<file path="config.mk">
export PLATFORM = sky130hd
export DESIGN_NAME = igb_gearbox
export DESIGN_NICKNAME = d
export VERILOG_FILES = /design/src/hw/igb_pkg.sv /design/src/hw/igb_gearbox.sv /design/src/hw/igb_sync.sv
export SDC_FILE = /design/constraint.sdc
export NUM_CORES = 1
export LEC_CHECK = 0
export BUFFER_PORTS_ARGS = -buffer_cell sky130_fd_sc_hd__buf_4
export CAP_MARGIN = 20
export CELL_PAD_IN_SITES_DETAIL_PLACEMENT = 2
export CELL_PAD_IN_SITES_GLOBAL_PLACEMENT = 2
export CORE_MARGIN = 5
export CORE_UTILIZATION = 38
export CTS_CLUSTER_DIAMETER = 50
export DETAILED_ROUTE_END_ITERATION = 7
export PLACE_DENSITY = 0.71
export SLEW_MARGIN = 20
export SYNTH_ARGS = -nofsm -noshare
export SYNTH_HDL_FRONTEND = slang
export SYNTH_HIERARCHICAL = 1
export SYNTH_SLANG_ARGS = --single-unit
export TNS_END_PERCENT = 50
</file>
<file path="constraint.sdc">
create_clock -name i_sys_clk -period 2.9 [get_ports i_sys_clk]
set_clock_uncertainty 0.2 [all_clocks]
set_input_delay 0.87 -clock i_sys_clk [delete_from_list [all_inputs] [get_ports i_sys_clk]]
set_output_delay 0.87 -clock i_sys_clk [all_outputs]
set_load 0.005 [all_outputs]
</file>
<file path="src/hw/igb_pkg.sv">
// Shared constants and types for the input gearbox deserialiser
package igb_pkg;
	localparam int unsigned WORD_W = 8;
	localparam int unsigned LANE_W = 4;
	localparam int unsigned DLY_TAPS = 8;
	localparam int unsigned DLY_SEL_W = 3;
	localparam int unsigned CNT_W = 3;
	localparam int unsigned SYNC_W = 3;
	localparam logic [CNT_W-1:0] LAST_VIDEO = 3'h6;
	localparam logic [CNT_W-1:0] LAST_EIGHT = 3'h7;
	localparam logic [CNT_W-1:0] LAST_FOUR = 3'h3;
	localparam logic [CNT_W-1:0] CNT_RST = 3'h0;
	localparam logic [CNT_W-1:0] CNT_ONE = 3'h1;
	localparam logic [WORD_W-1:0] WORD_RST = 8'h00;
	localparam logic [DLY_TAPS-1:0] DLY_RST = 8'h00;
	localparam logic [SYNC_W-1:0] SYNC_RST = 3'h0;
	// Index of each pin in the synchroniser bus
	localparam int unsigned SY_CLK = 0;
	localparam int unsigned SY_DA = 1;
	localparam int unsigned SY_DC = 2;

	typedef enum logic [1:0] {
		IGB_VIDEO_SEVEN = 2'b00,
		IGB_EIGHT_BIT_GEARING = 2'b01,
		IGB_FOUR_BIT_GEARING = 2'b10
	} igb_mode_type;

	typedef struct packed {
		logic [WORD_W-1:0] data;
		logic valid;
	} igb_word_type;

	typedef struct packed {
		logic edge_clk_prev;
		logic [DLY_TAPS-1:0] dly_a;
		logic [DLY_TAPS-1:0] dly_c;
		logic s1_a;
		logic s1_c;
		logic s1_vld;
		logic [WORD_W-1:0] sh_a;
		logic [LANE_W-1:0] sh_c;
		logic [CNT_W-1:0] cnt;
		logic slip_pend;
		logic [CNT_W-1:0] align_sel;
		igb_word_type s2;
		igb_word_type s3;
	} igb_state_type;
endpackage

</file>
<file path="src/hw/igb_gearbox.sv">
// Input gearbox: serial link to parallel words for the core
`timescale 1ns/1ps
// Behaviour
// RULE_01 - The gearbox works as a 1:7 deserialiser, one 1:8 gearbox or two 1:4 gearboxes.
// RULE_02 - Seven-bit mode fills word bits 6..0, eight-bit mode fills bits 7..0.
// RULE_03 - In dual four-bit mode lane A drives bits 7..4 and lane C drives bits 3..0.
// RULE_04 - Data passes three register stages: sampling, alignment and core transfer.
// RULE_05 - The first stage samples the serial input on both edges of the fast edge clock.
// RULE_06 - The second stage picks the word boundary under the word alignment request.
// RULE_07 - The third stage presents the aligned word to the core on the slow clock.
// RULE_08 - Core logic drives the word alignment request to move the word boundary.
// RULE_09 - The serial input is taken after a programmable input delay, not from the pad.
// RULE_10 - Reset clears all three stages and returns the boundary selection to its start.
// RULE_11 - Each accepted alignment request moves the boundary by one bit position.
module igb_gearbox (
	// Clock and reset
	input wire logic i_sys_clk,
	input wire logic i_rst_b,
	// Serial link pins
	input wire logic i_fast_edge_clock,
	input wire logic i_ser_data_a,
	input wire logic i_ser_data_c,
	// Core-side controls
	input wire igb_pkg::igb_mode_type i_gear_mode,
	input wire logic [igb_pkg::DLY_SEL_W-1:0] i_input_delay,
	input wire logic i_word_align_request,
	// Core-side word and status
	output logic [igb_pkg::WORD_W-1:0] o_data,
	output logic o_word_valid,
	output logic [igb_pkg::CNT_W-1:0] o_align_select
);
	igb_pkg::igb_state_type st_r;
	igb_pkg::igb_state_type st_nxt;
	logic [igb_pkg::SYNC_W-1:0] pins_s;
	logic edge_hit;
	logic [igb_pkg::CNT_W-1:0] last_bit;
	logic [igb_pkg::WORD_W-1:0] sh_a_next;
	logic [igb_pkg::LANE_W-1:0] sh_c_next;
	logic req_take;

	////////////////////////////////////////////////////////////////////////////
	// Pin synchronisation; clock and data share latency so their phase holds

	igb_sync u_sync (
		.i_sys_clk(i_sys_clk),
		.i_rst_b(i_rst_b),
		.i_async({i_ser_data_c, i_ser_data_a, i_fast_edge_clock}),
		.o_sync(pins_s)
	);

	////////////////////////////////////////////////////////////////////////////
	// Mode decode

	always_comb begin
		case (i_gear_mode)
			igb_pkg::IGB_VIDEO_SEVEN: last_bit = igb_pkg::LAST_VIDEO; // RULE_01
			igb_pkg::IGB_EIGHT_BIT_GEARING: last_bit = igb_pkg::LAST_EIGHT; // RULE_01
			igb_pkg::IGB_FOUR_BIT_GEARING: last_bit = igb_pkg::LAST_FOUR; // RULE_01
			default: last_bit = igb_pkg::LAST_EIGHT;
		endcase
	end

	assign edge_hit = pins_s[igb_pkg::SY_CLK] != st_r.edge_clk_prev;
	assign req_take = i_word_align_request && !st_r.slip_pend;
	assign sh_a_next = {st_r.s1_a, st_r.sh_a[igb_pkg::WORD_W-1:1]};
	assign sh_c_next = {st_r.s1_c, st_r.sh_c[igb_pkg::LANE_W-1:1]};

	////////////////////////////////////////////////////////////////////////////
	// Next state

	always_comb begin
		st_nxt = st_r;
		st_nxt.edge_clk_prev = pins_s[igb_pkg::SY_CLK];
		// Delay line in front of the sampler
		st_nxt.dly_a = {st_r.dly_a[igb_pkg::DLY_TAPS-2:0], pins_s[igb_pkg::SY_DA]}; // RULE_09
		st_nxt.dly_c = {st_r.dly_c[igb_pkg::DLY_TAPS-2:0], pins_s[igb_pkg::SY_DC]}; // RULE_09
		// Stage one: one bit per rising and per falling edge
		st_nxt.s1_vld = edge_hit; // RULE_05
		if (edge_hit) begin
			st_nxt.s1_a = st_r.dly_a[i_input_delay]; // RULE_09
			st_nxt.s1_c = st_r.dly_c[i_input_delay]; // RULE_09
		end
		// Request is held until the next bit arrives, then slips one bit
		if (req_take) begin
			st_nxt.slip_pend = 1'b1; // RULE_08
		end
		// Stage two: word assembly at the selected boundary
		st_nxt.s2.valid = 1'b0;
		if (st_r.s1_vld) begin
			if (st_r.slip_pend) begin
				st_nxt.slip_pend = 1'b0; // RULE_11
				if (st_r.align_sel == last_bit) begin
					st_nxt.align_sel = igb_pkg::CNT_RST; // RULE_06
				end else begin
					st_nxt.align_sel = st_r.align_sel + igb_pkg::CNT_ONE; // RULE_06
				end
			end else begin
				st_nxt.sh_a = sh_a_next;
				st_nxt.sh_c = sh_c_next;
				if (st_r.cnt >= last_bit) begin
					st_nxt.cnt = igb_pkg::CNT_RST;
					st_nxt.s2.valid = 1'b1; // RULE_04
					case (i_gear_mode)
						igb_pkg::IGB_VIDEO_SEVEN: begin
							st_nxt.s2.data = {1'b0, sh_a_next[igb_pkg::WORD_W-1:1]}; // RULE_02
						end
						igb_pkg::IGB_FOUR_BIT_GEARING: begin
							st_nxt.s2.data = {sh_a_next[igb_pkg::WORD_W-1:igb_pkg::LANE_W],
								sh_c_next}; // RULE_03
						end
						default: begin
							st_nxt.s2.data = sh_a_next; // RULE_02
						end
					endcase
				end else begin
					st_nxt.cnt = st_r.cnt + igb_pkg::CNT_ONE;
				end
			end
		end
		// Stage three: hand-over to the core
		st_nxt.s3.valid = st_r.s2.valid; // RULE_07
		if (st_r.s2.valid) begin
			st_nxt.s3.data = st_r.s2.data; // RULE_07
		end
	end

	////////////////////////////////////////////////////////////////////////////
	// State register

	always_ff @(posedge i_sys_clk or negedge i_rst_b) begin
		if (!i_rst_b) begin
			st_r.edge_clk_prev <= 1'b0;
			st_r.dly_a <= igb_pkg::DLY_RST;
			st_r.dly_c <= igb_pkg::DLY_RST;
			st_r.s1_a <= 1'b0; // RULE_10
			st_r.s1_c <= 1'b0; // RULE_10
			st_r.s1_vld <= 1'b0; // RULE_10
			st_r.sh_a <= igb_pkg::WORD_RST;
			st_r.sh_c <= igb_pkg::WORD_RST[igb_pkg::LANE_W-1:0];
			st_r.cnt <= igb_pkg::CNT_RST;
			st_r.slip_pend <= 1'b0;
			st_r.align_sel <= igb_pkg::CNT_RST; // RULE_10
			st_r.s2.data <= igb_pkg::WORD_RST; // RULE_10
			st_r.s2.valid <= 1'b0;
			st_r.s3.data <= igb_pkg::WORD_RST; // RULE_10
			st_r.s3.valid <= 1'b0;
		end else begin
			st_r <= st_nxt;
		end
	end

	assign o_data = st_r.s3.data;
	assign o_word_valid = st_r.s3.valid;
	assign o_align_select = st_r.align_sel;

	////////////////////////////////////////////////////////////////////////////
	// Checks

	AST_EDGE_SAMPLE: assert property (@(posedge i_sys_clk) disable iff (!i_rst_b) // RULE_05
		edge_hit |=> st_r.s1_vld && st_r.s1_a == $past(st_r.dly_a[i_input_delay]))
		else $error("edge did not sample the delayed bit");

	AST_NO_EDGE_NO_SAMPLE: assert property (@(posedge i_sys_clk) disable iff (!i_rst_b) // RULE_05
		!edge_hit |=> !st_r.s1_vld)
		else $error("sample taken without a link clock edge");

	AST_PIPE_DEPTH: assert property (@(posedge i_sys_clk) disable iff (!i_rst_b) // RULE_04
		st_r.s2.valid |=> o_word_valid && o_data == $past(st_r.s2.data))
		else $error("aligned word not handed on next cycle");

	AST_VIDEO_TOP_ZERO: assert property (@(posedge i_sys_clk) disable iff (!i_rst_b) // RULE_02
		(st_r.s1_vld && !st_r.slip_pend && st_r.cnt == igb_pkg::LAST_VIDEO
		&& i_gear_mode == igb_pkg::IGB_VIDEO_SEVEN) |=> ##1 o_word_valid && !o_data[7])
		else $error("seven-bit word has bit 7 set or was late");

	AST_DUAL_LANE_C: assert property (@(posedge i_sys_clk) disable iff (!i_rst_b) // RULE_03
		(st_r.s1_vld && !st_r.slip_pend && st_r.cnt == igb_pkg::LAST_FOUR
		&& i_gear_mode == igb_pkg::IGB_FOUR_BIT_GEARING)
		|=> ##1 o_data[3:0] == $past(sh_c_next, 2))
		else $error("lane C word not on low nibble");

	AST_SLIP_STEP: assert property (@(posedge i_sys_clk) disable iff (!i_rst_b) // RULE_11
		(st_r.s1_vld && st_r.slip_pend && st_r.align_sel != last_bit)
		|=> o_align_select == $past(st_r.align_sel) + igb_pkg::CNT_ONE
		&& $stable(st_r.cnt))
		else $error("accepted request did not slip one bit");

	AST_REQ_ACCEPT: assert property (@(posedge i_sys_clk) disable iff (!i_rst_b) // RULE_06
		req_take |=> st_r.slip_pend)
		else $error("alignment request not taken");

	AST_OUT_PULSE: assert property (@(posedge i_sys_clk) disable iff (!i_rst_b) // RULE_07
		o_word_valid |=> !o_word_valid)
		else $error("word valid held longer than one cycle");

	AST_RESET_CLEAR: assert property (@(posedge i_sys_clk) // RULE_10
		!i_rst_b |-> o_align_select == igb_pkg::CNT_RST && !o_word_valid
		&& !st_r.s2.valid && !st_r.s1_vld)
		else $error("reset left pipeline or boundary set");

	AST_WORD_COUNT: assert property (@(posedge i_sys_clk) disable iff (!i_rst_b) // RULE_01
		st_r.s2.valid |-> st_r.cnt == igb_pkg::CNT_RST)
		else $error("word emitted with bit counter not at zero");

	AST_LANE_A_TOP: assert property (@(posedge i_sys_clk) disable iff (!i_rst_b) // RULE_03
		(st_r.s1_vld && !st_r.slip_pend && st_r.cnt == igb_pkg::LAST_FOUR
		&& i_gear_mode == igb_pkg::IGB_FOUR_BIT_GEARING) |=> ##1
		o_data[igb_pkg::WORD_W-1:igb_pkg::LANE_W] == $past(sh_a_next[igb_pkg::WORD_W-1:igb_pkg::LANE_W], 2))
		else $error("lane A word not on high nibble");

	AST_SLIP_DROPS_BIT: assert property (@(posedge i_sys_clk) disable iff (!i_rst_b) // RULE_11
		(st_r.s1_vld && st_r.slip_pend)
		|=> $stable(st_r.sh_a) && $stable(st_r.cnt) && !st_r.s2.valid)
		else $error("slipped bit entered the word");

	AST_SLIP_WRAP: assert property (@(posedge i_sys_clk) disable iff (!i_rst_b) // RULE_06
		(st_r.s1_vld && st_r.slip_pend && st_r.align_sel == last_bit)
		|=> o_align_select == igb_pkg::CNT_RST)
		else $error("boundary selection did not wrap");

	AST_WORD_HOLD: assert property (@(posedge i_sys_clk) disable iff (!i_rst_b) // RULE_07
		!st_r.s2.valid |=> $stable(o_data))
		else $error("core word changed without a new word");
endmodule

</file>
<file path="src/hw/igb_sync.sv">
// Two-flop synchroniser for pins arriving from outside the system clock
`timescale 1ns/1ps
module igb_sync (
	// Clock and reset
	input wire logic i_sys_clk,
	input wire logic i_rst_b,
	// Asynchronous pins and their synchronised copies
	input wire logic [igb_pkg::SYNC_W-1:0] i_async,
	output logic [igb_pkg::SYNC_W-1:0] o_sync
);
	logic [igb_pkg::SYNC_W-1:0] meta_r;

	// First stage feeds only the second stage
	always_ff @(posedge i_sys_clk or negedge i_rst_b) begin
		if (!i_rst_b) begin
			meta_r <= igb_pkg::SYNC_RST;
			o_sync <= igb_pkg::SYNC_RST;
		end else begin
			meta_r <= i_async;
			o_sync <= meta_r;
		end
	end
endmodule

</file>
# Word-level counts from Yosys, hierarchy flattened
# Index checks and enable logic that the tools add are counted.
[op_classes]
n_addsub = 2
magnitude_cmp = 2
n_eq_ne = 3
n_mux = 13
bitwise_logic = 1
reduce_logical = 6
[ops]
columns = ["operator", "n"]
rows = [
  ["$mux 9", 2],
  ["$pmux 8 s2", 1],
  ["$mux 13", 1],
  ["$add 3x1->3 const B", 2],
  ["$bmux 1 s3", 2],
  ["$mux 3", 2],
  ["$pmux 3 s2", 1],
  ["$lt 3x4->1 const B", 1],
  ["$mux 4", 1],
  ["$reduce_and 2->1", 2],
  ["$eq 3x3->1", 1],
  ["$ge 3x3->1", 1],
  ["$mux 1", 3],
  ["$reduce_and 3->1", 1],
  ["$eq 2x2->1 const B", 1],
  ["$logic_not 2->1", 1],
  ["$logic_and 1x1->1", 1],
  ["$logic_not 1->1", 1],
  ["$ne 1x1->1", 1],
  ["$not 1->1", 1],
]
[word_totals]
reg_bits = 63
in_bits = 11
output_inout_bits = 12
wordCells = 44

# Logic depth before layout (Yosys ltp)
[logic_depth]
ltp_word = 6
depth_mapped = 8
mapped_depth_nobuf = 7

# By module
# The synthesis kept the hierarchy.
[by_module_without_submodules]
columns = ["mod", "n_inst", "cells_each", "area_per_inst_um2", "seq_area_each_um2"]
rows = [
  ["igb_gearbox", 1, 191, 2346.0, 1376.3],
  ["igb_sync", 1, 6, 150.1, 150.1],
]

# Worst setup path after synthesis
# OpenSTA, ideal clock, no wires.
[synth_timing]
path_kind = "input-to-reg"
startpoint = "input i_gear_mode[1]"
endpoint = "register st_r[10] (netlist bit)"
setup_ps = 125
arrival_time_ps = 2239
slack_ps = 337
stages = 8
n_path_buf = 1
path_cell_list = "buf_6 > nor2_4 > inv_2 > ha_1 > nand2b_1 > a31oi_4 > nor2_4 > mux2_2"
[synth_via]
elab_chain_cells = 4
elab_cells_between_ends = 6
cone_classes = "1 x order compare; 1 x eq/ne; 2 x mux; 2 x reduce/logical"
[synth_rtl]
columns = ["item", "line_no", "text"]
rows = [
  ["start: declaration", "igb_gearbox.sv:24", "input wire igb_pkg::igb_mode_type i_gear_mode,"],
  ["$eq 2x2->1 or $logic_not 2->1 (tied branches)", "igb_gearbox.sv:55, igb_gearbox.sv:103", ""],
  ["$pmux 3 s2", "igb_gearbox.sv:55", "case (i_gear_mode)"],
  ["$ge 3x3->1", "igb_gearbox.sv:100", "if (st_r.cnt >= last_bit) begin"],
  ["$reduce_and 3->1 (no line)", "n/a", ""],
  ["end signal: assignment", "igb_gearbox.sv:148", "st_r <= st_nxt;"],
  ["end: declaration", "igb_gearbox.sv:32", "igb_pkg::igb_state_type st_r;"],
]
# Several ways; a longest one is shown, not always the timed one.
# A chain may end at the register's enable or synchronous reset.

# Worst setup path in the final report
[layout_timing]
startpoint = "input i_gear_mode[1]"
endpoint = "register st_r[14] (netlist bit)"
# The elaborated chain is that of the path after synthesis.

==> metrics.txt <==
status complete, no violations; Detail Route Antenna Nets 0; DPL Wire Length roughly 3.6 mm; DRT Pass-1 Iters 2; Die H approximately 91 um; post-synthesis sequential area ratio 61.15%; Startpoint Class input port; postcts setup bufs 0; largest net degree at the start of global routing 62; post-synthesis cell type count 27; largest family of logic cells by synthesized area multiplexers; Synth Area in Compound Gates just over 5%; post-CTS sizing 0; Post-Synthesis Cells just under 200; Slew Viols, Final 0; Worst Setup EP st_r[14]; Worst Hold Class flop to flop; Max-Cap Viols 0; min cycle time layout approximately 2400 ps; adder-cell area share of the yosys netlist approximately 2%; endpoints failing hold 0; leakage power total 1.415 nW; Required @ worst endpoint between 2000 and 3000 ps; Synth area leader dfrtp_1; xor/xnor share of the synthesized area less than 1%; Routed WL per cell between 15 and 20 um; Worst R2R Start st_r[22]; initial core utilization between 30% and 40%; num rows 29; post-synthesis simple-gate area fraction approximately a tenth; initial drt markers 29; synth warn 6; Vias/cell roughly 5; Worst-Margin Slew roughly 1000 ps; Peak VDD IR ~0.53 mV; worst reg2reg endpoint st_r[14]; RSZ-0062 raised after global routing no; Die Wd 91.05 um; Post-Syn Area between 2000 and 2500 sq um; final setup vio count 0; most area-consuming cells after synthesis dfrtp_1 (61%), mux2_2 (8.1%), nand2_1 (6.6%); Mean Syn Cell Area 12.67 sq um; first-pass GRT wire length between 9 and 10 mm; relative slew slack between 30% and 40%; fin util between 40 and 50%; CTS Buffer Depth 2; root buffer cell clkbuf_8; setup TNS 0 ps; Area Overhead vs Synth 14.74%; CTS tree built; IO Pins 23; layout cell share with drive strength beyond 1 ~28%; power per cell area 941.4 nW/um^2; vias in the first global route 1766; GRT Total Usage 13.99%; placer congestion estimate approximately 0.76; IO buf count 22; htree depth 3; Skew-Pair Late Insertion Delay around 330 ps; clk slew on worst S/H paths 60 ps; # DRC 0; #FFs+latches synth slightly above 60; Max FO, Critical Path 8; overall routed net length 5.347 mm; CTS Buf Count 9; Setup CP Type input port to flop; Die ar. 8290 sq um; Data arrival, critical path between 2000 and 2500 ps; Via Count ~1500; syn_nets around 210; Tcrit/Tclk final about 84%; diode count 0; Worst Setup SP i_gear_mode[1]; nature of the critical path endpoint flop; worst reg-to-reg setup slack 880 ps; Max Fclk around 410 MHz; Reg2Reg Depth 6; Yosys top cell area share 61.15%; initial antenna violation count 0; gr ovfl total 0; core area about 6400 sq um; Net count, final roughly 230; clock sinks between 60 and 70; cts hold-fix bufs 0; post-synthesis mux area share between 10% and 20%
-- worst max-delay path: stages --
cell and delay (ps):
buf_4 160, nor2_4 140, inv_2 70, ha_1 270
nand2b_1 150, a31oi_4 150, nor2_4 270, mux2_2 370
-- how the worst min path moves through the flow --
| stage | cells after the start | endpoint | startpoint | slack (ps) |
|---|---|---|---|---|
| after detailed placement | 0 | u_sync/o_sync[1] | u_sync/meta_r[1] | 140 |
| after CTS | 0 | u_sync/o_sync[0] | u_sync/meta_r[0] | 150 |
| after global routing | 0 | st_nxt[41] | u_sync/o_sync[2] | 160 |
| after floorplan | 0 | st_nxt[41] | u_sync/o_sync[2] | 130 |
| after global placement | 0 | u_sync/o_sync[0] | u_sync/meta_r[0] | 130 |
| final | 0 | u_sync/o_sync[0] | u_sync/meta_r[0] | 150 |
-- through the flow --
step                hold WS [ps]  cell area [sq um]  total power, mW  worst slack, ps  instances
detailed placement         136.3               2639            1.870            114.3        279
CTS                        151.5               2864            2.742            468.2        295
global route               156.0               2864            2.868            376.0        295
global placement           135.0               2639            1.803            215.3        279
finish                     147.4               2864            2.696            464.0        295
floorplan                  131.2               2496            1.657            336.7        197
-- Yosys cell counts --
cell type and number:
dfrtp_1 61, nand2_1 44, mux2_2 18, mux2i_1 15, buf_4 11, o21ai_0 7
ha_1 4, inv_1 4, a21o_1 3, a31oi_1 3, clkbuf_1 3, buf_2 2
buf_6 2, mux4_2 2, nand2b_1 2, nand3_1 2, nor2_4 2, nor2b_1 2
o21ai_1 2, a21oi_1 1, a311oi_1 1, a31oi_4 1, and2_1 1, inv_2 1
nor4bb_1 1, o31ai_1 1, xnor2_1 1
-- cell families after synthesis --
logic type / count (synthesis)
flip-flops: 61
AND/OR/NAND/NOR: 54
multiplexers: 35
buffers and inverters: 23
AO/OA/AOI/OAI: 19
adder cells (fa/ha/maj): 4
XOR/XNOR: 1
-- metal layers --
metal | vias up | GRT usage (%) | routed length [um]
met4 | 0 | 5.868 | 75
li1 | 682 | - | -
met3 | 7 | 2.975 | 136
met5 | - | 0 | 0
met1 | 773 | 15.97 | 2155
met2 | 17 | 25.18 | 2979
-- cell usage in the layout (no fill, tap or decap), types with 2 or more instances in the layout --
master and count:
ha_1 4, nor2_4 2, inv_1 4, mux4_2 2, mux2_2 18, bufinv_16 2, nand2b_1 2, mux2i_1 15
nand3_1 2, o21ai_1 2, a31oi_1 3, dfrtp_1 61, buf_4 23, clkbuf_8 11, o21ai_0 7, nor2b_1 2
clkinv_2 2, nand2_1 44, a21o_1 3
-- flip-flops by register name, summed over array words and instances (netlist names) --
name            flops
st_r               16
st_nxt             15
o_data              8
sh_a_next           8
sh_c_next           4
o_align_select      3
u_sync/meta_r       3
u_sync/o_sync       3
o_word_valid        1
-- report_power, final --
group | total (mW) | internal, mW | switching, mW
Clock | 0.850 | 0.528 | 0.322
Sequential | 1.27 | 1.07 | 0.199
Combinational | 0.580 | 0.306 | 0.274
-- final cells by class --
| class | count | area (sq um) |
|---|---|---|
| Multi-Input combinational cell | 113 | 824.5 |
| Inverter | 5 | 18.77 |
| Fill cell | 628 | 3522 |
| Tap cell | 77 | 96.34 |
| Clock inverter | 4 | 70.07 |
| Clock buffer | 12 | 155.1 |
| Sequential cell | 61 | 1526 |
| Timing Repair Buffer | 23 | 172.7 |
Note: power is estimated with default switching activity, not from simulation.
